$ cat src/rtl/lcd_pkg.sv
// Purpose: shared constants and types for the display command decoder
// Assumes: 50 MHz core clock, serial pins synchronised inside the top
// Notes:   divider counts are derived from the source rates below
package lcd_pkg;

  // ----------------------------------------
  // rates and derived cycle counts
  // ----------------------------------------
  localparam int CLK_HZ       = 50_000_000;
  localparam int SRC_RC_HZ    = 256_000;
  localparam int SRC_XTAL_HZ  = 32_768;
  localparam int SRC_EXT_HZ   = 256_000;
  localparam int TONE_HI_HZ   = 4_000;
  localparam int RATE_TOP_HZ  = 128;

  localparam logic [10:0] RC_TICK_CYC    = 11'(CLK_HZ / SRC_RC_HZ);
  localparam logic [10:0] XTAL_TICK_CYC  = 11'(CLK_HZ / SRC_XTAL_HZ);
  localparam logic [6:0]  RC_TONE_HALF   = 7'(SRC_RC_HZ / (2 * TONE_HI_HZ));
  localparam logic [6:0]  XTAL_TONE_HALF = 7'(SRC_XTAL_HZ / (2 * TONE_HI_HZ));
  localparam logic [6:0]  EXT_TONE_HALF  = 7'(SRC_EXT_HZ / (2 * TONE_HI_HZ));
  localparam logic [10:0] RC_RATE_DIV    = 11'(SRC_RC_HZ / RATE_TOP_HZ);
  localparam logic [10:0] XTAL_RATE_DIV  = 11'(SRC_XTAL_HZ / RATE_TOP_HZ);
  localparam logic [10:0] EXT_RATE_DIV   = 11'(SRC_EXT_HZ / RATE_TOP_HZ);
  localparam logic [2:0]  WDT_TIMEOUT_TICKS = 3'h4;

  // ----------------------------------------
  // serial mode ids and source codes
  // ----------------------------------------
  localparam logic [2:0] ID_READ  = 3'h6;
  localparam logic [2:0] ID_WRITE = 3'h5;
  localparam logic [2:0] ID_CMD   = 3'h4;
  localparam logic [1:0] SRC_XTAL = 2'h1;
  localparam logic [1:0] SRC_RC   = 2'h2;
  localparam logic [1:0] SRC_EXT  = 2'h3;

  // ----------------------------------------
  // register map
  // ----------------------------------------
  localparam logic [7:0] REG_CONFIG_OFS  = 8'h00;
  localparam logic [7:0] REG_COMMAND_OFS = 8'h04;
  localparam logic [7:0] REG_FLAGS_OFS   = 8'h08;
  localparam logic [1:0] RESP_OKAY   = 2'h0;
  localparam logic [1:0] RESP_SLVERR = 2'h2;

  // ----------------------------------------
  // types
  // ----------------------------------------
  typedef struct packed {
    logic       osc_on;
    logic       bias_on;
    logic       tb_out_en;
    logic       wdt_out_en;
    logic       tone_on;
    logic [1:0] src;
    logic       bias_third;
    logic [1:0] commons;
    logic       tone_low;
    logic       irq_en;
    logic [2:0] rate;
    logic       test_mode;
  } lcd_cfg_t;

  localparam lcd_cfg_t CFG_RESET = '{osc_on: 1'b0, bias_on: 1'b0,
    tb_out_en: 1'b0, wdt_out_en: 1'b0, tone_on: 1'b0, src: SRC_RC,
    bias_third: 1'b0, commons: 2'h2, tone_low: 1'b1, irq_en: 1'b0,
    rate: 3'h7, test_mode: 1'b0};

  typedef enum logic [1:0] {ST_ID, ST_ADDR, ST_DATA, ST_CMD} lcd_ser_st_t;

endpackage

$ cat src/rtl/lcd_cmd_decoder.sv
// Purpose: serial mode and command decoder of a 32x4 segment display driver
// Assumes: host keeps its own timing on the three-wire link
// Notes:   registers over AXI4-Lite mirror the settings
// Function
// read is id 110, 6-bit address msb first, nibble returned lsb first
// write is id 101, address msb first, nibble lsb first, then stored
// read-modify-write uses id 101, read then write the same location
// id 100 selects commands; later commands in the frame carry no id
// command 0000-0000-X stops oscillator and bias generator
// command 0000-0001-X starts the oscillator
// 0000-0010-X turns bias off, 0000-0011-X turns it on
// 0000-0100-X disables time base output, 0000-0110-X enables it
// 0000-0101-X disables watchdog flag output, 0000-0111-X enables it
// 0000-1000-X turns tones off, 0000-1001-X turns them on
// 0000-11XX-X clears the time base counter
// 0000-111X-X clears the watchdog stage
// 0001-01/10/11XX-X pick crystal, internal rc or external clock
// 0010-abX0/1-X pick half or third bias, ab picks 2, 3 or 4 commons
// 010X-XXXX-X sets 4 kHz tone, 011X-XXXX-X sets 2 kHz
// 100X-eXXX-X sets interrupt output enable from bit e
// 101X-X-rrr-X sets time base rate 1 to 128 Hz
// watchdog times out after four ticks of the selected rate
// 1110-0000-X enters test mode, 1110-0011-X returns to normal
// reset gives oscillator, bias, tones off, rc, irq off, 128 Hz, normal
// tone and time base derive from the selected source
// host should reinitialise after power up
// host samples read data between read strobe rise and next fall
// words are nine bits, last ignored; unknown words change nothing
// a word matching both clear patterns clears both counters
//
// The placing of the registers and the AXI4-Lite slave port were decided locally.
`timescale 1ns/10ps
`default_nettype none

module lcd_cmd_decoder
  import lcd_pkg::*;
#(
  parameter int ADDR_BITS = 6
) (
  // clock and reset
  input  wire logic        CORE_CLK,
  input  wire logic        RESET,
  // serial link and external clock
  input  wire logic        CS_N,
  input  wire logic        WR_N,
  input  wire logic        RD_N,
  input  wire logic        DATA_IN,
  output logic             DATA_OUT,
  output logic             DATA_OE_N,
  input  wire logic        EXT_CLK,
  // display side
  output lcd_cfg_t         CFG,
  output logic             TONE,
  output logic             TONE_N,
  output logic             IRQ_N,
  // axi4-lite write
  input  wire logic [7:0]  S_AXI_AWADDR,
  input  wire logic        S_AXI_AWVALID,
  output logic             S_AXI_AWREADY,
  input  wire logic [31:0] S_AXI_WDATA,
  input  wire logic [3:0]  S_AXI_WSTRB,
  input  wire logic        S_AXI_WVALID,
  output logic             S_AXI_WREADY,
  output logic [1:0]       S_AXI_BRESP,
  output logic             S_AXI_BVALID,
  input  wire logic        S_AXI_BREADY,
  // axi4-lite read
  input  wire logic [7:0]  S_AXI_ARADDR,
  input  wire logic        S_AXI_ARVALID,
  output logic             S_AXI_ARREADY,
  output logic [31:0]      S_AXI_RDATA,
  output logic [1:0]       S_AXI_RRESP,
  output logic             S_AXI_RVALID,
  input  wire logic        S_AXI_RREADY
);

  if (ADDR_BITS < 2 || ADDR_BITS > 8) begin : g_chk
    $error("ADDR_BITS must lie in 2..8");
  end

  // ----------------------------------------
  // pin synchronisers
  // ----------------------------------------
  logic [4:0] pin_s1_reg;
  logic [4:0] pin_s2_reg;
  logic [4:0] pin_s3_reg;

  always_ff @(posedge CORE_CLK or posedge RESET) begin
    if (RESET) begin
      pin_s1_reg <= '1;
      pin_s2_reg <= '1;
      pin_s3_reg <= '1;
    end else begin
      pin_s1_reg <= {EXT_CLK, DATA_IN, RD_N, WR_N, CS_N};
      pin_s2_reg <= pin_s1_reg;
      pin_s3_reg <= pin_s2_reg;
    end
  end

  logic cs_act, wr_rise, wr_fall, rd_fall, din, ext_rise;
  assign cs_act   = !pin_s2_reg[0];
  assign wr_rise  = pin_s2_reg[1] && !pin_s3_reg[1];
  assign wr_fall  = !pin_s2_reg[1] && pin_s3_reg[1];
  assign rd_fall  = !pin_s2_reg[2] && pin_s3_reg[2];
  assign din      = pin_s2_reg[3];
  assign ext_rise = pin_s2_reg[4] && !pin_s3_reg[4];

  // ----------------------------------------
  // serial frame decoder
  // ----------------------------------------
  lcd_ser_st_t            st_reg;
  logic [2:0]             id_reg;
  logic [3:0]             cnt_reg;
  logic [ADDR_BITS-1:0]   addr_reg;
  logic [8:0]             cmd_sh_reg;
  logic [3:0]             nib_reg;
  logic [1:0]             wr_idx_reg;
  logic [1:0]             rd_idx_reg;
  logic                   wr_mode_reg;
  logic                   ser_cmd_v_reg;
  logic [8:0]             ser_cmd_reg;
  logic [3:0]             ram_mem [2**ADDR_BITS];
  logic [2:0]             id_next;
  logic [8:0]             cmd_next;
  logic                   ram_we;

  assign id_next  = {id_reg[1:0], din};
  assign cmd_next = {cmd_sh_reg[7:0], din};
  assign ram_we   = cs_act && wr_rise && st_reg == ST_DATA && wr_mode_reg
                    && wr_idx_reg == 2'h3;

  always_ff @(posedge CORE_CLK or posedge RESET) begin
    if (RESET) begin
      st_reg        <= ST_ID;
      id_reg        <= '0;
      cnt_reg       <= '0;
      addr_reg      <= '0;
      cmd_sh_reg    <= '0;
      nib_reg       <= '0;
      wr_idx_reg    <= '0;
      rd_idx_reg    <= '0;
      wr_mode_reg   <= 1'b0;
      ser_cmd_v_reg <= 1'b0;
      ser_cmd_reg   <= '0;
    end else begin
      ser_cmd_v_reg <= 1'b0;
      if (!cs_act) begin
        // chip select high aborts any partial word
        st_reg  <= ST_ID;
        cnt_reg <= '0;
      end else if (wr_rise) begin
        unique case (st_reg)
          ST_ID: begin
            id_reg  <= id_next;
            cnt_reg <= cnt_reg + 4'h1;
            if (cnt_reg == 4'h2) begin
              cnt_reg     <= '0;
              wr_mode_reg <= (id_next == ID_WRITE);
              if (id_next == ID_CMD) begin
                st_reg <= ST_CMD;
              end else if (id_next == ID_READ || id_next == ID_WRITE) begin
                st_reg <= ST_ADDR;
              end
            end
          end
          ST_ADDR: begin
            addr_reg <= {addr_reg[ADDR_BITS-2:0], din};
            cnt_reg  <= cnt_reg + 4'h1;
            if (cnt_reg == 4'(ADDR_BITS - 1)) begin
              cnt_reg    <= '0;
              wr_idx_reg <= '0;
              rd_idx_reg <= '0;
              st_reg     <= ST_DATA;
            end
          end
          ST_DATA: begin
            if (wr_mode_reg) begin
              nib_reg[wr_idx_reg] <= din;
              wr_idx_reg <= wr_idx_reg + 2'h1;
              if (ram_we) begin
                addr_reg   <= addr_reg + 1'b1;
                rd_idx_reg <= '0;
              end
            end
          end
          ST_CMD: begin
            cmd_sh_reg <= cmd_next;
            cnt_reg    <= cnt_reg + 4'h1;
            if (cnt_reg == 4'h8) begin
              // stay in command state: following words carry no id
              cnt_reg       <= '0;
              ser_cmd_v_reg <= 1'b1;
              ser_cmd_reg   <= cmd_next;
            end
          end
        endcase
      end else if (rd_fall && st_reg == ST_DATA) begin
        rd_idx_reg <= rd_idx_reg + 2'h1;
        if (!wr_mode_reg && rd_idx_reg == 2'h3) begin
          addr_reg <= addr_reg + 1'b1;
        end
      end
    end
  end

  // memory carries no reset; contents are undefined until written
  always_ff @(posedge CORE_CLK) begin
    if (ram_we) begin
      ram_mem[addr_reg] <= {din, nib_reg[2:0]};
    end
  end

  // pin released when the host starts a write strobe or ends the frame
  always_ff @(posedge CORE_CLK or posedge RESET) begin
    if (RESET) begin
      DATA_OUT  <= 1'b0;
      DATA_OE_N <= 1'b1;
    end else if (!cs_act || wr_fall) begin
      DATA_OE_N <= 1'b1;
    end else if (rd_fall && st_reg == ST_DATA) begin
      DATA_OUT  <= ram_mem[addr_reg][rd_idx_reg];
      DATA_OE_N <= 1'b0;
    end
  end

  // ----------------------------------------
  // command execution
  // ----------------------------------------
  function automatic lcd_cfg_t apply_cmd(lcd_cfg_t c, logic [8:0] w);
    lcd_cfg_t n;
    n = c;
    if (w[8:5] == 4'h0) begin
      case (w[4:1])
        4'h0: begin
          n.osc_on  = 1'b0;
          n.bias_on = 1'b0;
        end
        4'h1: n.osc_on = 1'b1;
        4'h2: n.bias_on = 1'b0;
        4'h3: n.bias_on = 1'b1;
        4'h4: n.tb_out_en = 1'b0;
        4'h5: n.wdt_out_en = 1'b0;
        4'h6: n.tb_out_en = 1'b1;
        4'h7: n.wdt_out_en = 1'b1;
        4'h8: n.tone_on = 1'b0;
        4'h9: n.tone_on = 1'b1;
        default: n = c;
      endcase
    end else if (w[8:5] == 4'h1) begin
      if (w[4:3] != 2'h0) begin
        n.src = w[4:3];
      end
    end else if (w[8:5] == 4'h2) begin
      if (w[4:3] != 2'h3) begin
        n.commons    = w[4:3];
        n.bias_third = w[1];
      end
    end else if (w[8:7] == 2'h1) begin
      n.tone_low = w[6];
    end else if (w[8:6] == 3'h4) begin
      n.irq_en = w[4];
    end else if (w[8:6] == 3'h5) begin
      n.rate = w[3:1];
    end else if (w[8:1] == 8'he0) begin
      n.test_mode = 1'b1;
    end else if (w[8:1] == 8'he3) begin
      n.test_mode = 1'b0;
    end
    return n;
  endfunction

  logic       axi_wr_go;
  logic       axi_cmd_v;
  logic [8:0] axi_cmd_word;
  logic       clr_tb;
  logic       watchdog_clear_cmd;
  lcd_cfg_t   cfg_next;
  logic [8:0] last_cmd_reg;

  assign axi_wr_go    = S_AXI_AWVALID && S_AXI_AWREADY && S_AXI_WVALID && S_AXI_WREADY;
  assign axi_cmd_v    = axi_wr_go && S_AXI_AWADDR == REG_COMMAND_OFS
                        && S_AXI_WSTRB[1:0] == 2'h3;
  assign axi_cmd_word = S_AXI_WDATA[8:0];
  // clears leave settings alone; both fire together on 0000-111X
  assign clr_tb  = (ser_cmd_v_reg && ser_cmd_reg[8:3] == 6'h03)
                   || (axi_cmd_v && axi_cmd_word[8:3] == 6'h03);
  assign watchdog_clear_cmd = (ser_cmd_v_reg && ser_cmd_reg[8:2] == 7'h07)
                   || (axi_cmd_v && axi_cmd_word[8:2] == 7'h07);

  // a serial word and a bus word in one cycle are both applied, serial first
  always_comb begin
    cfg_next = CFG;
    if (ser_cmd_v_reg) begin
      cfg_next = apply_cmd(cfg_next, ser_cmd_reg);
    end
    if (axi_cmd_v) begin
      cfg_next = apply_cmd(cfg_next, axi_cmd_word);
    end
  end

  always_ff @(posedge CORE_CLK or posedge RESET) begin
    if (RESET) begin
      CFG          <= CFG_RESET;
      last_cmd_reg <= '0;
    end else begin
      CFG <= cfg_next;
      if (axi_cmd_v) begin
        last_cmd_reg <= axi_cmd_word;
      end else if (ser_cmd_v_reg) begin
        last_cmd_reg <= ser_cmd_reg;
      end
    end
  end

  // ----------------------------------------
  // clock source, tone, time base, watchdog
  // ----------------------------------------
  logic [10:0] src_cnt_reg;
  logic [10:0] tick_cyc;
  logic [6:0]  tone_half;
  logic [10:0] rate_div;
  logic        src_tick;
  logic [6:0]  tone_cnt_reg;
  logic [10:0] rate_cnt_reg;
  logic        tick128;
  logic [6:0]  tb_reg;
  logic [6:0]  sel_mask;
  logic        sel_tick;
  logic [2:0]  wdt_cnt_reg;
  logic        wdt_flag_reg;

  always_comb begin
    unique case (CFG.src)
      SRC_XTAL: begin
        tick_cyc  = XTAL_TICK_CYC;
        tone_half = XTAL_TONE_HALF;
        rate_div  = XTAL_RATE_DIV;
      end
      SRC_EXT: begin
        tick_cyc  = RC_TICK_CYC;
        tone_half = EXT_TONE_HALF;
        rate_div  = EXT_RATE_DIV;
      end
      default: begin
        tick_cyc  = RC_TICK_CYC;
        tone_half = RC_TONE_HALF;
        rate_div  = RC_RATE_DIV;
      end
    endcase
    if (CFG.tone_low) begin
      tone_half = {tone_half[5:0], 1'b0};
    end
  end

  // internal sources are modelled by dividing the core clock
  assign src_tick = CFG.osc_on && ((CFG.src == SRC_EXT) ? ext_rise
                    : (src_cnt_reg == tick_cyc - 11'h1));
  assign tick128  = src_tick && rate_cnt_reg == rate_div - 11'h1;
  assign sel_mask = 7'h7f >> CFG.rate;
  assign sel_tick = tick128 && (tb_reg & sel_mask) == sel_mask;

  always_ff @(posedge CORE_CLK or posedge RESET) begin
    if (RESET) begin
      src_cnt_reg <= '0;
    end else if (!CFG.osc_on || CFG.src == SRC_EXT || src_tick) begin
      src_cnt_reg <= '0;
    end else begin
      src_cnt_reg <= src_cnt_reg + 11'h1;
    end
  end

  always_ff @(posedge CORE_CLK or posedge RESET) begin
    if (RESET) begin
      tone_cnt_reg <= '0;
      TONE         <= 1'b0;
      TONE_N       <= 1'b0;
    end else if (!(CFG.tone_on && CFG.osc_on)) begin
      tone_cnt_reg <= '0;
      TONE         <= 1'b0;
      TONE_N       <= 1'b0;
    end else if (src_tick) begin
      if (tone_cnt_reg >= tone_half - 7'h1) begin
        tone_cnt_reg <= '0;
        TONE         <= !TONE;
        TONE_N       <= TONE;
      end else begin
        tone_cnt_reg <= tone_cnt_reg + 7'h1;
      end
    end
  end

  always_ff @(posedge CORE_CLK or posedge RESET) begin
    if (RESET) begin
      rate_cnt_reg <= '0;
    end else if (!CFG.osc_on || tick128) begin
      rate_cnt_reg <= '0;
    end else if (src_tick) begin
      rate_cnt_reg <= rate_cnt_reg + 11'h1;
    end
  end

  always_ff @(posedge CORE_CLK or posedge RESET) begin
    if (RESET) begin
      tb_reg <= '0;
    end else if (clr_tb) begin
      tb_reg <= '0;
    end else if (tick128) begin
      tb_reg <= tb_reg + 7'h1;
    end
  end

  // timeout set wins over a clear landing in the same cycle
  always_ff @(posedge CORE_CLK or posedge RESET) begin
    if (RESET) begin
      wdt_cnt_reg  <= '0;
      wdt_flag_reg <= 1'b0;
    end else begin
      if (watchdog_clear_cmd) begin
        wdt_cnt_reg <= '0;
      end else if (sel_tick && wdt_cnt_reg != WDT_TIMEOUT_TICKS) begin
        wdt_cnt_reg <= wdt_cnt_reg + 3'h1;
      end
      if (sel_tick && wdt_cnt_reg == WDT_TIMEOUT_TICKS - 3'h1) begin
        wdt_flag_reg <= 1'b1;
      end else if (watchdog_clear_cmd) begin
        wdt_flag_reg <= 1'b0;
      end
    end
  end

  always_ff @(posedge CORE_CLK or posedge RESET) begin
    if (RESET) begin
      IRQ_N <= 1'b1;
    end else begin
      IRQ_N <= !(CFG.irq_en && ((CFG.tb_out_en && sel_tick)
                || (CFG.wdt_out_en && wdt_flag_reg)));
    end
  end

  // ----------------------------------------
  // axi4-lite slave
  // ----------------------------------------
  always_ff @(posedge CORE_CLK or posedge RESET) begin
    if (RESET) begin
      S_AXI_AWREADY <= 1'b0;
      S_AXI_WREADY  <= 1'b0;
      S_AXI_BVALID  <= 1'b0;
      S_AXI_BRESP   <= RESP_OKAY;
    end else begin
      S_AXI_AWREADY <= !S_AXI_AWREADY && !S_AXI_BVALID && S_AXI_AWVALID && S_AXI_WVALID;
      S_AXI_WREADY  <= !S_AXI_AWREADY && !S_AXI_BVALID && S_AXI_AWVALID && S_AXI_WVALID;
      if (axi_wr_go) begin
        S_AXI_BVALID <= 1'b1;
        S_AXI_BRESP  <= (S_AXI_AWADDR == REG_COMMAND_OFS) ? RESP_OKAY : RESP_SLVERR;
      end else if (S_AXI_BREADY) begin
        S_AXI_BVALID <= 1'b0;
      end
    end
  end

  always_ff @(posedge CORE_CLK or posedge RESET) begin
    if (RESET) begin
      S_AXI_ARREADY <= 1'b0;
      S_AXI_RVALID  <= 1'b0;
      S_AXI_RDATA   <= '0;
      S_AXI_RRESP   <= RESP_OKAY;
    end else begin
      S_AXI_ARREADY <= !S_AXI_ARREADY && !S_AXI_RVALID && S_AXI_ARVALID;
      if (S_AXI_ARVALID && S_AXI_ARREADY) begin
        S_AXI_RVALID <= 1'b1;
        S_AXI_RRESP  <= RESP_OKAY;
        case (S_AXI_ARADDR)
          REG_CONFIG_OFS:  S_AXI_RDATA <= {16'h0000, CFG};
          REG_COMMAND_OFS: S_AXI_RDATA <= {23'h00_0000, last_cmd_reg};
          REG_FLAGS_OFS:   S_AXI_RDATA <= {24'h00_0000, tb_reg, wdt_flag_reg};
          default: begin
            S_AXI_RDATA <= '0;
            S_AXI_RRESP <= RESP_SLVERR;
          end
        endcase
      end else if (S_AXI_RREADY) begin
        S_AXI_RVALID <= 1'b0;
      end
    end
  end
endmodule // lcd_cmd_decoder

`default_nettype wire

$ cat config.mk
export PLATFORM = sky130hd
export DESIGN_NAME = lcd_cmd_decoder
export DESIGN_NICKNAME = d
export VERILOG_FILES = /design/src/rtl/lcd_pkg.sv /design/src/rtl/lcd_cmd_decoder.sv
export SDC_FILE = /design/constraint.sdc
export NUM_CORES = 1
export LEC_CHECK = 0
export ABC_AREA = 1
export BUFFER_PORTS_ARGS = -buffer_cell sky130_fd_sc_hd__buf_2
export CORE_MARGIN = 4
export CORE_UTILIZATION = 65
export CTS_CLUSTER_DIAMETER = 60
export CTS_CLUSTER_SIZE = 30
export DETAILED_ROUTE_END_ITERATION = 10
export PLACE_DENSITY = 0.85
export SLEW_MARGIN = 20
export SYNTH_ARGS = -nofsm -noshare
export SYNTH_HDL_FRONTEND = slang
export SYNTH_SLANG_ARGS = --single-unit
$ cat constraint.sdc
create_clock -name CORE_CLK -period 7.45 [get_ports CORE_CLK]
set_input_delay 1.1175 -clock CORE_CLK [delete_from_list [all_inputs] [get_ports CORE_CLK]]
set_output_delay 1.1175 -clock CORE_CLK [all_outputs]
set_load 0.01 [all_outputs]
## After elaboration in Yosys (flattened, before gate mapping)

Memory sizes are Yosys's and may differ from the RTL's.
Index checks and enable logic that the tools add are counted.

| storage, ports and cells | value |
|---|---|
| register bits after elaboration | 166 |
| memory bits (writable) | 256 |
| memories kept | 1 |

| operators by class | value |
|---|---|
| shift-type cells | 1 |
| equal/unequal tests | 71 |
| bitwise operators | 3 |
| add/subtract/negate cells | 12 |
| magnitude comparators | 4 |
| reductions and logical operators | 93 |
| multiplexer cells | 116 |

Memories:

| name | words | width | rd ports | clocked after memory_dff | write ports | line | source |
|---|---|---|---|---|---|---|---|
| ram_mem | 64 | 4 | 1 | 0 | 1 | lcd_cmd_decoder.sv:122 | `logic [3:0] ram_mem [2**ADDR_BITS];` |

Operators by type and width:

| operator | count |
|---|---|
| $mux W11 | 7 |
| $mux W6 | 8 |
| $pmux W16 S3 | 1 |
| $mux W7 | 6 |
| $eq A4 B3 Y1 const B | 9 |
| $mux W2 | 18 |
| $mux W9 | 4 |
| $logic_and A1 B1 Y1 | 35 |
| $mux W1 | 33 |
| $eq A8 B8 Y1 const B | 4 |
| $mux W16 | 2 |
| $eq A4 B2 Y1 const B | 7 |
| $mux W4 | 7 |
| $reduce_bool A2 Y1 | 14 |
| $mux W3 | 8 |
| $add A11 B1 Y11 const B | 2 |
| $eq A11 B11 Y1 | 2 |
| $sub A11 B1 Y11 const B | 2 |
| $eq A3 B3 Y1 const B | 7 |
| $eq A4 B4 Y1 const B | 5 |
| $mux W5 | 4 |
| $pmux W1 S2 | 10 |
| $ne A3 B3 Y1 const B | 6 |
| $eq A4 B1 Y1 const B | 4 |
| 44 further kinds | 95 |

## Logic depth before layout (Yosys ltp)

Gate-level depths: netlist (run 1).

| logic depth | value |
|---|---|
| depth in word-level cells | 19 |
| gate-level depth with buffers | 16 |
| depth with buffers taken out | 15 |

## Worst setup path before layout (run 1)

OpenSTA, ideal clock, no wires.

| path | value |
|---|---|
| path type | register to register |
| from | register CFG[10] in the netlist's numbering |
| to | register TONE |
| setup time | 0.119 ns |
| stages on the path, launching flop included | 14 |
| clock period less this slack | 2.363 ns |
| data required time | 7.331 ns |
| data arrival time | 2.244 ns |
| buffers on the path | 0 |
| slack | 5.087 ns |
| path through | dfstp_2 > inv_1 > nand2_2 > inv_1 > nand2_1 > ha_1 > inv_1 > ha_1 > a21o_1 > a211oi_1 > nand3_1 > nor2_1 > nor2_2 > o21a_1 |

| on the way | value |
|---|---|
| longest elaborated chain between the ends | 8 |

Ends and longest elaborated chain:

| what | line | source |
|---|---|---|
| from (decl) | lcd_cmd_decoder.sv:52 | `output lcd_cfg_t CFG,` |
| from (signal assigned) | lcd_cmd_decoder.sv:306 | `CFG <= cfg_next;` |
| branches (longest 7 deep; another with $sub A7 B1 Y7) | - |  |
| $reduce_and A2 Y1 (no source line) * | - |  |
| to (signal assigned) | lcd_cmd_decoder.sv:384 | `TONE <= !TONE;` |
| to (decl) | lcd_cmd_decoder.sv:53 | `output logic TONE,` |

Every way passes the cells marked *.
A chain may end at the register's enable or synchronous reset.

## Final worst setup path (run 1)

| path | value |
|---|---|
| from | register pin_s2_reg[1] |
| to | memory ram_mem[1][1] (enable) |

| on the way | value |
|---|---|
| longest elaborated chain between the ends | 7 |

Ends and longest elaborated chain:

| what | line | source |
|---|---|---|
| from (decl) | lcd_cmd_decoder.sv:85 | `logic [4:0] pin_s2_reg;` |
| from (signal assigned) | lcd_cmd_decoder.sv:95 | `pin_s2_reg <= pin_s1_reg;` |
| $logic_and A1 B1 Y1 | lcd_cmd_decoder.sv:102 | `assign wr_rise = pin_s2_reg[1] && !pin_s3_reg[1];` |
| $logic_and A1 B1 Y1 (3 in series) | lcd_cmd_decoder.sv:129 | `assign ram_we = cs_act && wr_rise && st_reg == ST_DATA && wr_mode_reg` |
| $logic_and A1 B1 Y1 | lcd_cmd_decoder.sv:130 | `&& wr_idx_reg == 2'h3;` |
| $mux W1 | lcd_cmd_decoder.sv:208 | `if (ram_we) begin` |
| $mux W1 (implied by the code) | lcd_cmd_decoder.sv:209 | `ram_mem[addr_reg] <= {din, nib_reg[2:0]};` |
| to (decl) | lcd_cmd_decoder.sv:122 |  |

Every way passes these cells.

==> run_results.csv, run 1 <==
group,metric,value,unit
synth,syn_area_per_cell,9.458,um2
cells_and_area,layout_common_cells,"nand2_1, inv_1, edfxtp_1",
power_and_ir_drop,combPwrFrac,15.5,%
synth,synth_xor_area_share,0.5161,%
setup_path,worst_setup_path_start_kind,"flip-flop",
setup_path,cp_slowest_cell,"nand3_1",
routing,via_per_inst,5.762,
global_route,grtUsageTotal,26.82,%
cells_and_area,largest_reg_flops,256,
floorplanning,num_rows,61,
setup_path,cp-end-kind,"flip-flop",
power_and_ir_drop,p_per_area,247.6,nW/um2
placed_design,hpwl,27180,um
synth,synth_edf_count,256,
synth,synth-simple-area-share,20.80,%
routing,drt_iter0_markers,1638,
clocking,cts_hold_buf,0,
setup_path,reg2reg_from,"pin_s2_reg[1]$_DFF_PP1_",
setup_path,cp_slowest_stage_delay,0.76,ns
clocking,clkSinkCount,401,
clocking,clkTransAtPathRegs,0.09,ns
floorplanning,start_util,66.47,%
cells_and_area,finalNonFillerCells,2442,
floorplanning,fp.dieH,177.5,um
setup_path,startpoint,"pin_s2_reg[1]$_DFF_PP1_",
floorplanning,core,28090,um2
clocking,clk_latency,0.60,ns
status,status,"complete, no violations",
synth,synth_seq_cells,401,
hold_path,hold_class,"reg -> reg",
sta,rsz0062_at_grt,"false",
clocking,post_cts_buffers,0,
setup_path,worst_path_most_repeated_cell,"nor2_1",
sta,report.final.slew_viol_count,0,
placed_design,post-place-ws,3.876,ns
sta,tns,0,ns
setup_path,critPathBufInv,0,
cells_and_area,fin_nets,2127,
synth,synth_adder_area_share,1.474,%
global_route,grt_overflow,0,
synth,synth_cells,1974,
clocking,cts_resized,0,
routing,finalWirelength,42380,um
cells_and_area,layout-drive-gt1-share,11.19,%
synth,ys_seq_area_share,60.75,%
setup_path,worstPathMaxFanout,11,
sta,finalCritPeriodShare,46.85,%
synth,synth_ff_type,"edfxtp_1",
placed_design,dpl.cell_count,2388,
synth,synth_mux_area_share,0.3485,%
cells_and_area,top_regs,"ram_mem: 256 flops, CFG: 16 flops, S_AXI_RDATA: 16 flops",
placed_design,io_buffers,82,
hold_path,hold_start,"pin_s1_reg[3]$_DFF_PP1_",
routing,dr.pass1.iters,6,
global_route,grt_first_pass_wirelength,67640,um
power_and_ir_drop,p_switching,1.624,mW
cells_and_area,regMostFlops,"ram_mem",
routing,dr_total_vias,14071,
power_and_ir_drop,ir_drop,0.0003009,V
power_and_ir_drop,clkPwrFrac,36.2,%
clocking,cts_tree,"done",
floorplanning,die_w,177.5,um
setup_path,worstPathArrival,3.76,ns
synth,netlist_area,18670,um2
global_route,grt_pass1_vias,13563,
job,maxCapViolations,0,
sta,hold_viol,0,
power_and_ir_drop,p_int,3.442,mW
setup_path,crit_family,"simple AND/OR/NAND/NOR gates",
placed_design,gp_congestion,0.9811,
floorplanning,die-area,31500,um2
routing,ant_nets,0,
clocking,cts-root-buf,"clkbuf_16",
power_and_ir_drop,seqPwrFrac,48.3,%
clocking,cts_max_level,1,
routing,drt-wirelength-per-cell,17.35,um
synth,synth-compound-area-share,7.680,%
sta,layout_min_cycle_time,3.490,ns
cells_and_area,layout_commonest_cell,"nand2_1",
sta,finClkSkew,0.03432,ns
power_and_ir_drop,p_total,5.067,mW
synth,synth_async_sr_flop_share,36.16,%
cells_and_area,syn_to_final_growth,9.590,%
sta,hold_ws,0.3616,ns
sta,worstMarginPinSlew,0.9512,ns
global_route,grt_start_max_net_pins,87,
sta,finalWorstSetupSlack,3.960,ns
synth,synth_cell_types,54,
clocking,cts_buffers,29,
synth,synth_top_family_by_area,"simple AND/OR/NAND/NOR gates",
setup_path,path_cells,"nand2_1, nor2_4, nand3_2, nor2_1, nand3_1, nor2_1",
clocking,clock_path_buffers,3,
cells_and_area,num_antenna_cells,0,
cells_and_area,fillers,1909,
global_route,antenna_found_initial,0,
routing,post-route-drc-count,0,
sta,setup_viol,0,
power_and_ir_drop,cellLeakagePower,8.820,nW
floorplanning,io_pins,126,
power_and_ir_drop,swShare,32.06,%
sta,fmax,0.2865,GHz
sta,max_slew_margin,36.35,%
setup_path,path_class,"reg -> reg",
synth,ys_warn_count,0,
setup_path,cp_data_required_time,7.72,ns
==> metrics by stage <==
stage          util (%)  area (um2)
2_1_floorplan         -       18730
4_1_cts           72.84       20460
3_3_place_gp      68.77       19310
5_1_grt           72.84       20460
6_report          72.84       20460
3_5_place_dp      68.77       19310
==> final cells by class <==
class	count	area, um2	area share [%]
Clock buffer	29	725.7	3.547
Sequential cell	401	11350	55.47
Clock inverter	25	419.2	2.049
Inverter	307	1157	5.657
Timing Repair Buffer	95	508.0	2.483
Tap cell	378	473.0	2.312
Multi-Input combinational cell	1207	5827	28.48
==> routing by layer <==
metal	GRT usage [%]	vias to the layer above	part of all wire, %
met5	0	-	0
met1	35.39	6654	38
met3	3.664	113	8.8
met4	9.507	0	3.4
met2	46.06	697	50
li1	-	6607	-
==> cells in the mapped netlist (8+ instances only) <==
| cell type | instances | area [um2] |
|---|---|---|
| a21oi_1 | 34 | 170.2 |
| a221oi_1 | 8 | 70.07 |
| a31oi_1 | 9 | 56.30 |
| buf_2 | 36 | 180.2 |
| buf_4 | 19 | 142.6 |
| clkbuf_1 | 18 | 67.56 |
| dfrtp_1 | 124 | 3103 |
| dfstp_2 | 21 | 551.8 |
| edfxtp_1 | 256 | 7687 |
| ha_1 | 22 | 275.3 |
| inv_1 | 297 | 1115 |
| nand2_1 | 407 | 1528 |
| nand3_1 | 139 | 695.7 |
| nand4_1 | 25 | 156.4 |
| nor2_1 | 231 | 867.1 |
| nor3_1 | 37 | 185.2 |
| o211ai_1 | 34 | 255.2 |
| o21ai_0 | 104 | 520.5 |
| o21ai_1 | 35 | 175.2 |
| or2_2 | 27 | 168.9 |
==> path summary, 6_finish.rpt <==
path / depth (start not counted) / slack (ns) / to
max: 6 / 3.96 / ram_mem[1][1]$_DFFE_PP_
min: 0 / 0.36 / pin_s2_reg[3]$_DFF_PP1_
max reg2reg: 6 / 3.96 / ram_mem[1][1]$_DFFE_PP_
min reg2reg: 0 / 0.36 / pin_s2_reg[3]$_DFF_PP1_
max in group asynchronous: 3 / 5.51 / rate_cnt_reg[8]$_DFFE_PP0P_
min in group asynchronous: 2 / 0.66 / S_AXI_WREADY$_DFF_PP0_
==> cells by family (layout without fill, tap and decap cells) <==
logic type / count (synthesis) / in the layout
adders and majority gates: 22 / 22
other: 1 / 18
muxes: 6 / 6
xor gates and xnor gates: 11 / 11
AOI/OAI and AO/OA: 248 / 248
DFF: 401 / 401
buffers and inverters: 383 / 456
and+or+nand+nor: 902 / 902
==> power by group through the flow <==
| stage | Sequential [mW] | Clock, mW | Combinational, mW |
|---|---|---|---|
| after global placement | 2.49 | 0 | 0.741 |
| final | 2.45 | 1.83 | 0.786 |
| after CTS | 2.45 | 1.84 | 0.778 |
| after global routing | 2.45 | 1.94 | 0.871 |
| after floorplan | 2.46 | 0 | 0.614 |
| after detailed placement | 2.49 | 0 | 0.768 |
Power figures use the tool's default switching activity.
==> inputs of run 2 (changes only) <==
Settings changed: CORE_UTILIZATION 65 to 61, PLACE_DENSITY 0.85 to 0.8.
Clock period 7.45 ns to 3.65 ns, I/O delays scaled along.
==> run 2 against run 1 <==
Against the previous run: utilization shrank 4.6 points; critical endpoint is now ram_mem[17][2]$_DFFE_PP_; setup slack lost 3.0 ns; flip-flop and latch count is the same; sequential share of layout area grew 0.054 points.
==> run_results.csv, run 2 (synthesis gave the netlist of run 1 again) <==
group,metric,value,unit
placed_design,hpwl,27660,um
global_route,grtUsageMet1,32.70,%
global_route,grt_overflow,0,
global_route,grt_first_pass_wirelength,66920,um
power_and_ir_drop,p_total,9.978,mW
routing,drt_iter0_markers,1227,
power_and_ir_drop,p_int,7.015,mW
sta,hold_viol,0,
power_and_ir_drop,combPwrFrac,16.6,%
clocking,cts_resized,0,
sta,finalCritPeriodShare,74.83,%
clocking,cts-root-buf,"clkbuf_16",
placed_design,io_buffers,82,
setup_path,cp_slowest_cell,"dfstp_2",
global_route,grtUsageTotal,24.51,%
cells_and_area,fin_nets,2137,
power_and_ir_drop,seqPwrFrac,50.1,%
setup_path,cp_slowest_stage_delay,0.55,ns
global_route,grt_pass1_vias,13239,
routing,dr_total_vias,13736,
sta,setup_viol,0,
clocking,cts_buffers,29,
placed_design,dpl.cell_count,2410,
setup_path,path_cells,"nand2_1, nor2_4, nand3_2, nor2_1, buf_4, nand3_1, nor2_1",
cells_and_area,final_area,20440,um2
setup_path,r2r_cells,7,
power_and_ir_drop,cellLeakagePower,8.798,nW
global_route,antenna_found_initial,0,
sta,hold_ws,0.05728,ns
clocking,clkSinkCount,401,
placed_design,post-place-ws,0.9927,ns
power_and_ir_drop,ir_drop,0.0005969,V
hold_path,hold_class,"in -> reg",
setup_path,worst_setup_path_start_kind,"flip-flop",
sta,finalWorstSetupSlack,0.9187,ns
setup_path,cp-endpoint,"ram_mem[17][2]$_DFFE_PP_",
global_route,use_met2,42.24,%
routing,post-route-drc-count,0,
cells_and_area,layout-drive-gt1-share,11.48,%
routing,dr.pass1.iters,5,
clocking,cts_tree,"done",
sta,rsz0062_at_grt,"false",
status,status,"complete, no violations",
power_and_ir_drop,p_per_area,488.2,nW/um2
cells_and_area,multiInputGateArea,5827,um2
clocking,cts_max_level,1,
job,maxCapViolations,0,
setup_path,path_class,"reg -> reg",
floorplanning,die_w,182.9,um
global_route,top_usage_layer,"met2",
setup_path,worst_path_most_repeated_cell,"nor2_1",
floorplanning,num_rows,63,
global_route,met3_usage,3.530,%
setup_path,worstPathArrival,2.95,ns
power_and_ir_drop,clkPwrFrac,33.3,%
cells_and_area,post-route-util,68.24,%
routing,ant_nets,0,
sta,tns,0,ns
routing,finalWirelength,41220,um
cells_and_area,fillers,2247,
setup_path,reg2reg_from,"pin_s2_reg[1]$_DFF_PP1_",
sta,worstMarginPinSlew,0.9147,ns
routing,via_per_inst,5.577,
cells_and_area,register_area,11350,um2
clocking,post_cts_buffers,0,
placed_design,place_area,19440,um2
sta,finClkSkew,0.03461,ns
cells_and_area,regMostFlops,"ram_mem",
sta,max_slew_margin,38.87,%
clocking,clk_latency,0.58,ns
floorplanning,core,29950,um2
setup_path,worstPathMaxFanout,11,
sta,layout_min_cycle_time,2.731,ns
cells_and_area,syn_to_final_growth,9.483,%
floorplanning,io_pins,126,
floorplanning,die-area,33470,um2
setup_path,r2r_setup_slack,0.92,ns
clocking,clkTransAtPathRegs,0.09,ns
cells_and_area,layout_commonest_cell,"nand2_1",
cells_and_area,largest_reg_flops,256,
power_and_ir_drop,p_switching,2.963,mW
floorplanning,fp.dieH,182.9,um
sta,report.final.slew_viol_count,0,
cells_and_area,top_regs,"ram_mem: 256 flops, CFG: 16 flops, S_AXI_RDATA: 16 flops",
global_route,grt_start_max_net_pins,81,
cells_and_area,layout_common_cells,"nand2_1, inv_1, edfxtp_1",
clocking,clock_path_buffers,3,
clocking,cts_hold_buf,0,
setup_path,cp-end-kind,"flip-flop",
setup_path,r2r-end,"ram_mem[17][2]$_DFFE_PP_",
floorplanning,start_util,62.33,%
setup_path,startpoint,"pin_s2_reg[1]$_DFF_PP1_",
setup_path,cp_data_required_time,3.87,ns
cells_and_area,num_antenna_cells,0,
cells_and_area,finalNonFillerCells,2463,
power_and_ir_drop,swShare,29.69,%
sta,fmax,0.3661,GHz
placed_design,gp_congestion,0.9436,
routing,drt-wirelength-per-cell,16.73,um
## run 2: cell types whose count changed in the layout (fill, tap and decap cells not counted), moves of 2 or more
cell,before,now
clkinvlp_4,0,3
inv_8,2,0
buf_4,13,20
clkbuf_16,29,31
clkinv_2,0,2
clkinv_4,0,2
inv_12,6,3
clkinvlp_2,0,2
inv_16,10,0
buf_12,0,3
## run 2: final cells by class
class / instances / share of cell area [%]
tap: 390 / 2.387
inverter: 307 / 5.656
clock inverter: 20 / 1.004
multi-input combinational: 1207 / 28.51
sequential: 401 / 55.53
clock buffer: 33 / 3.881
timing repair buffer: 105 / 3.036
## run 2: per-layer routing
| metal | wire length (um) | share of wire (%) |
|---|---|---|
| met1 | 16380 | 40 |
| met2 | 20430 | 50 |
| met3 | 3210 | 7.8 |
| met4 | 1201 | 2.9 |
| met5 | 0 | 0 |
## run 2: worst max-delay path: cells and delay by family (launching register included)
kind                   cells  cell delay, ns
AND/OR/NAND/NOR            6            1.62
flip-flops                 1            0.55
buffers and inverters      1            0.20
## run 2: power by group through the flow
| stage | clock network [mW] | registers, mW | logic (mW) |
|---|---|---|---|
| floorplan | 0 | 5.02 | 1.25 |
| CTS | 3.36 | 5.00 | 1.64 |
| global route | 3.55 | 5.02 | 1.84 |
| global placement | 0 | 5.09 | 1.59 |
| detailed placement | 0 | 5.10 | 1.63 |
| finish | 3.32 | 5.00 | 1.65 |
## run 2: worst min-delay path by stage
stage | startpoint | to | cells after the start
CTS | RD_N | pin_s1_reg[2]$_DFF_PP1_ | 1
detailed placement | pin_s1_reg[0]$_DFF_PP1_ | pin_s2_reg[0]$_DFF_PP1_ | 0
finish | RD_N | pin_s1_reg[2]$_DFF_PP1_ | 1
global placement | pin_s1_reg[1]$_DFF_PP1_ | pin_s2_reg[1]$_DFF_PP1_ | 0
floorplan | pin_s1_reg[0]$_DFF_PP1_ | pin_s2_reg[0]$_DFF_PP1_ | 0
global route | RD_N | pin_s1_reg[2]$_DFF_PP1_ | 1
==> inputs of run 3 (changes only) <==
Clock period 3.65 ns to 2.7 ns, I/O delays scaled along.
==> run 3 against run 2 <==
Against the previous run: fmax grew 5.8%; clock skew shrank 0.0054 ns; highest routed layer unchanged; worst hold slack lost 0.023 ns; flip-flop and latch count is the same; critical endpoint is now tone_cnt_reg[2]$_DFFE_PP0P_; setup slack lost 0.80 ns; sequential power grew 34%; largest cell class unchanged; first-iteration DRC count grew 4.6%; clock-buffer cell count shrank 2; register-to-register slack lost 0.80 ns; final area grew 2.7%; clock power grew 56%; non-clock buffer count grew 31.
==> run_results.csv, run 3 (synthesis gave the netlist of run 1 again) <==
group,metric,value,unit
power_and_ir_drop,clkPwrFrac,35.9,%
sta,tns,0,ns
routing,finalWirelength,43180,um
cells_and_area,largest_reg_flops,256,
global_route,grt_overflow,0,
sta,setup_viol,0,
routing,drt-wirelength-per-cell,17.29,um
routing,dr_total_vias,14077,
hold_path,hold_start,"S_AXI_RREADY",
power_and_ir_drop,p_per_area,686.6,nW/um2
setup_path,reg2reg_from,"CFG[10]$_DFF_PP1_",
setup_path,worstPathMaxFanout,5,
floorplanning,num_rows,63,
cells_and_area,fillers,2169,
routing,post-route-drc-count,0,
global_route,grtUsageTotal,25.46,%
cells_and_area,layout_commonest_cell,"nand2_1",
sta,hold_ws,0.03384,ns
placed_design,hpwl,28790,um
sta,max_slew_margin,35.76,%
routing,via_per_inst,5.638,
sta,worstMarginPinSlew,0.9613,ns
power_and_ir_drop,seqPwrFrac,46.4,%
power_and_ir_drop,combPwrFrac,17.7,%
sta,layout_min_cycle_time,2.581,ns
floorplanning,die_w,182.9,um
sta,finalCritPeriodShare,95.61,%
cells_and_area,finalNonFillerCells,2497,
floorplanning,io_pins,126,
routing,drt_iter0_markers,1284,
setup_path,worstPathArrival,3.07,ns
cells_and_area,final_area,20990,um2
placed_design,dpl.cell_count,2433,
floorplanning,fp.dieH,182.9,um
clocking,clock_path_buffers,3,
sta,finClkSkew,0.02918,ns
setup_path,cp-end-kind,"flip-flop",
global_route,grt_pass1_vias,13507,
setup_path,worst_setup_path_start_kind,"flip-flop",
placed_design,post-place-ws,0.1065,ns
placed_design,place_area,19700,um2
clocking,cts_tree,"done",
clocking,cts_buffers,30,
sta,hold_viol,0,
global_route,grt_start_max_net_pins,71,
placed_design,io_buffers,82,
hold_path,hold_class,"in -> reg",
cells_and_area,layout-drive-gt1-share,12.81,%
sta,finalWorstSetupSlack,0.1186,ns
setup_path,startpoint,"CFG[10]$_DFF_PP1_",
floorplanning,start_util,62.33,%
setup_path,cp_data_required_time,3.19,ns
cells_and_area,layout_common_cells,"nand2_1, inv_1, edfxtp_1",
cells_and_area,top_regs,"ram_mem: 256 flops, CFG: 16 flops, S_AXI_RDATA: 16 flops",
cells_and_area,syn_to_final_growth,12.41,%
cells_and_area,fin_nets,2169,
power_and_ir_drop,p_switching,4.574,mW
status,status,"complete, no violations",
power_and_ir_drop,ir_drop,0.0006324,V
cells_and_area,num_antenna_cells,0,
routing,ant_nets,0,
clocking,clk_latency,0.59,ns
clocking,clkTransAtPathRegs,0.09,ns
floorplanning,core,29950,um2
power_and_ir_drop,cellLeakagePower,9.091,nW
job,maxCapViolations,0,
sta,fmax,0.3874,GHz
routing,dr.pass1.iters,8,
placed_design,gp_congestion,0.9771,
global_route,antenna_found_initial,0,
global_route,grt_first_pass_wirelength,69100,um
clocking,cts-root-buf,"clkbuf_16",
power_and_ir_drop,swShare,31.74,%
clocking,cts_max_level,1,
power_and_ir_drop,p_int,9.836,mW
cells_and_area,regMostFlops,"ram_mem",
floorplanning,die-area,33470,um2
clocking,clkSinkCount,401,
sta,report.final.slew_viol_count,0,
setup_path,path_class,"reg -> reg",
[run 3: cell types whose count changed in the layout (fill, tap and decap cells not counted), moves of 2 or more]
cell / before / now
clkinv_16: 0 / 2
inv_8: 0 / 3
buf_12: 3 / 10
inv_12: 3 / 11
clkinv_2: 2 / 0
inv_16: 0 / 5
nor2_1: 229 / 227
clkinvlp_4: 3 / 1
clkinvlp_2: 2 / 0
dlygate4sd3_1: 0 / 7
inv_6: 4 / 2
buf_4: 20 / 37
clkinv_8: 4 / 1
[run 3: repair_timing]
action / CTS / global route
endpoints found under the hold margin: 17 / 0
gates resized for setup: 0 / 4
hold buffers: 7 / 0
setup endpoints to repair: 0 / 11
buffers inserted: 0 / 1
[run 3: layout make-up]
type	count	area (um2)	share of cell area, %
clock inverters	25	415.4	1.979
well taps	390	488.0	2.325
repair buffers	136	958.4	4.567
multi-input cells	1207	5842	27.84
flip-flops and latches	401	11350	54.08
inverters	307	1156	5.509
clock buffers	31	775.7	3.697
[run 3: worst paths after layout]
check	end	slack (ns)	cells after the start
max	tone_cnt_reg[2]$_DFFE_PP0P_	0.12	13
min	S_AXI_RVALID$_DFFE_PP0P_	0.03	2
max reg2reg	tone_cnt_reg[2]$_DFFE_PP0P_	0.12	13
min reg2reg	pin_s2_reg[4]$_DFF_PP1_	0.36	0
max in group asynchronous	nib_reg[1]$_DFFE_PP0P_	1.57	5
min in group asynchronous	tone_cnt_reg[5]$_DFFE_PP0P_	0.37	3
[run 3: power groups by stage]
| stage | Sequential (mW) | Clock [mW] | Combinational, mW |
|---|---|---|---|
| 3_3_place_gp | 6.81 | 0 | 2.44 |
| 3_5_place_dp | 6.82 | 0 | 2.50 |
| 6_report | 6.69 | 5.17 | 2.55 |
| 5_1_grt | 6.70 | 5.49 | 2.84 |
| 4_1_cts | 6.69 | 5.22 | 2.53 |
| 2_1_floorplan | 6.79 | 0 | 1.80 |
[run 3: metal layers]
| metal | wire, um | vias up | GRT usage [%] |
|---|---|---|---|
| li1 | - | 6686 | - |
| met1 | 17290 | 6695 | 33.92 |
| met2 | 21370 | 577 | 43.93 |
| met3 | 2832 | 119 | 2.697 |
| met4 | 1689 | 0 | 9.058 |
| met5 | 0 | - | 0 |
[run 3: critical path, cell delays in order, from the launching register on]
cell and delay (ns):
dfstp_2 0.55, inv_1 0.07, nand2_2 0.08, inv_1 0.06, nand2_1 0.06, ha_1 0.14, inv_1 0.04, ha_1 0.31
a21o_1 0.19, a211oi_2 0.23, nand3_1 0.22, nor2_4 0.22, nor2_2 0.10, nor3_1 0.23
[run 3: through the flow]
stage / power [mW] / utilization [%]
finish: 14.41 / 70.06
global route: 15.03 / 70.06
CTS: 14.44 / 69.98
detailed placement: 9.320 / 65.77
global placement: 9.253 / 65.77
floorplan: 8.592 / -
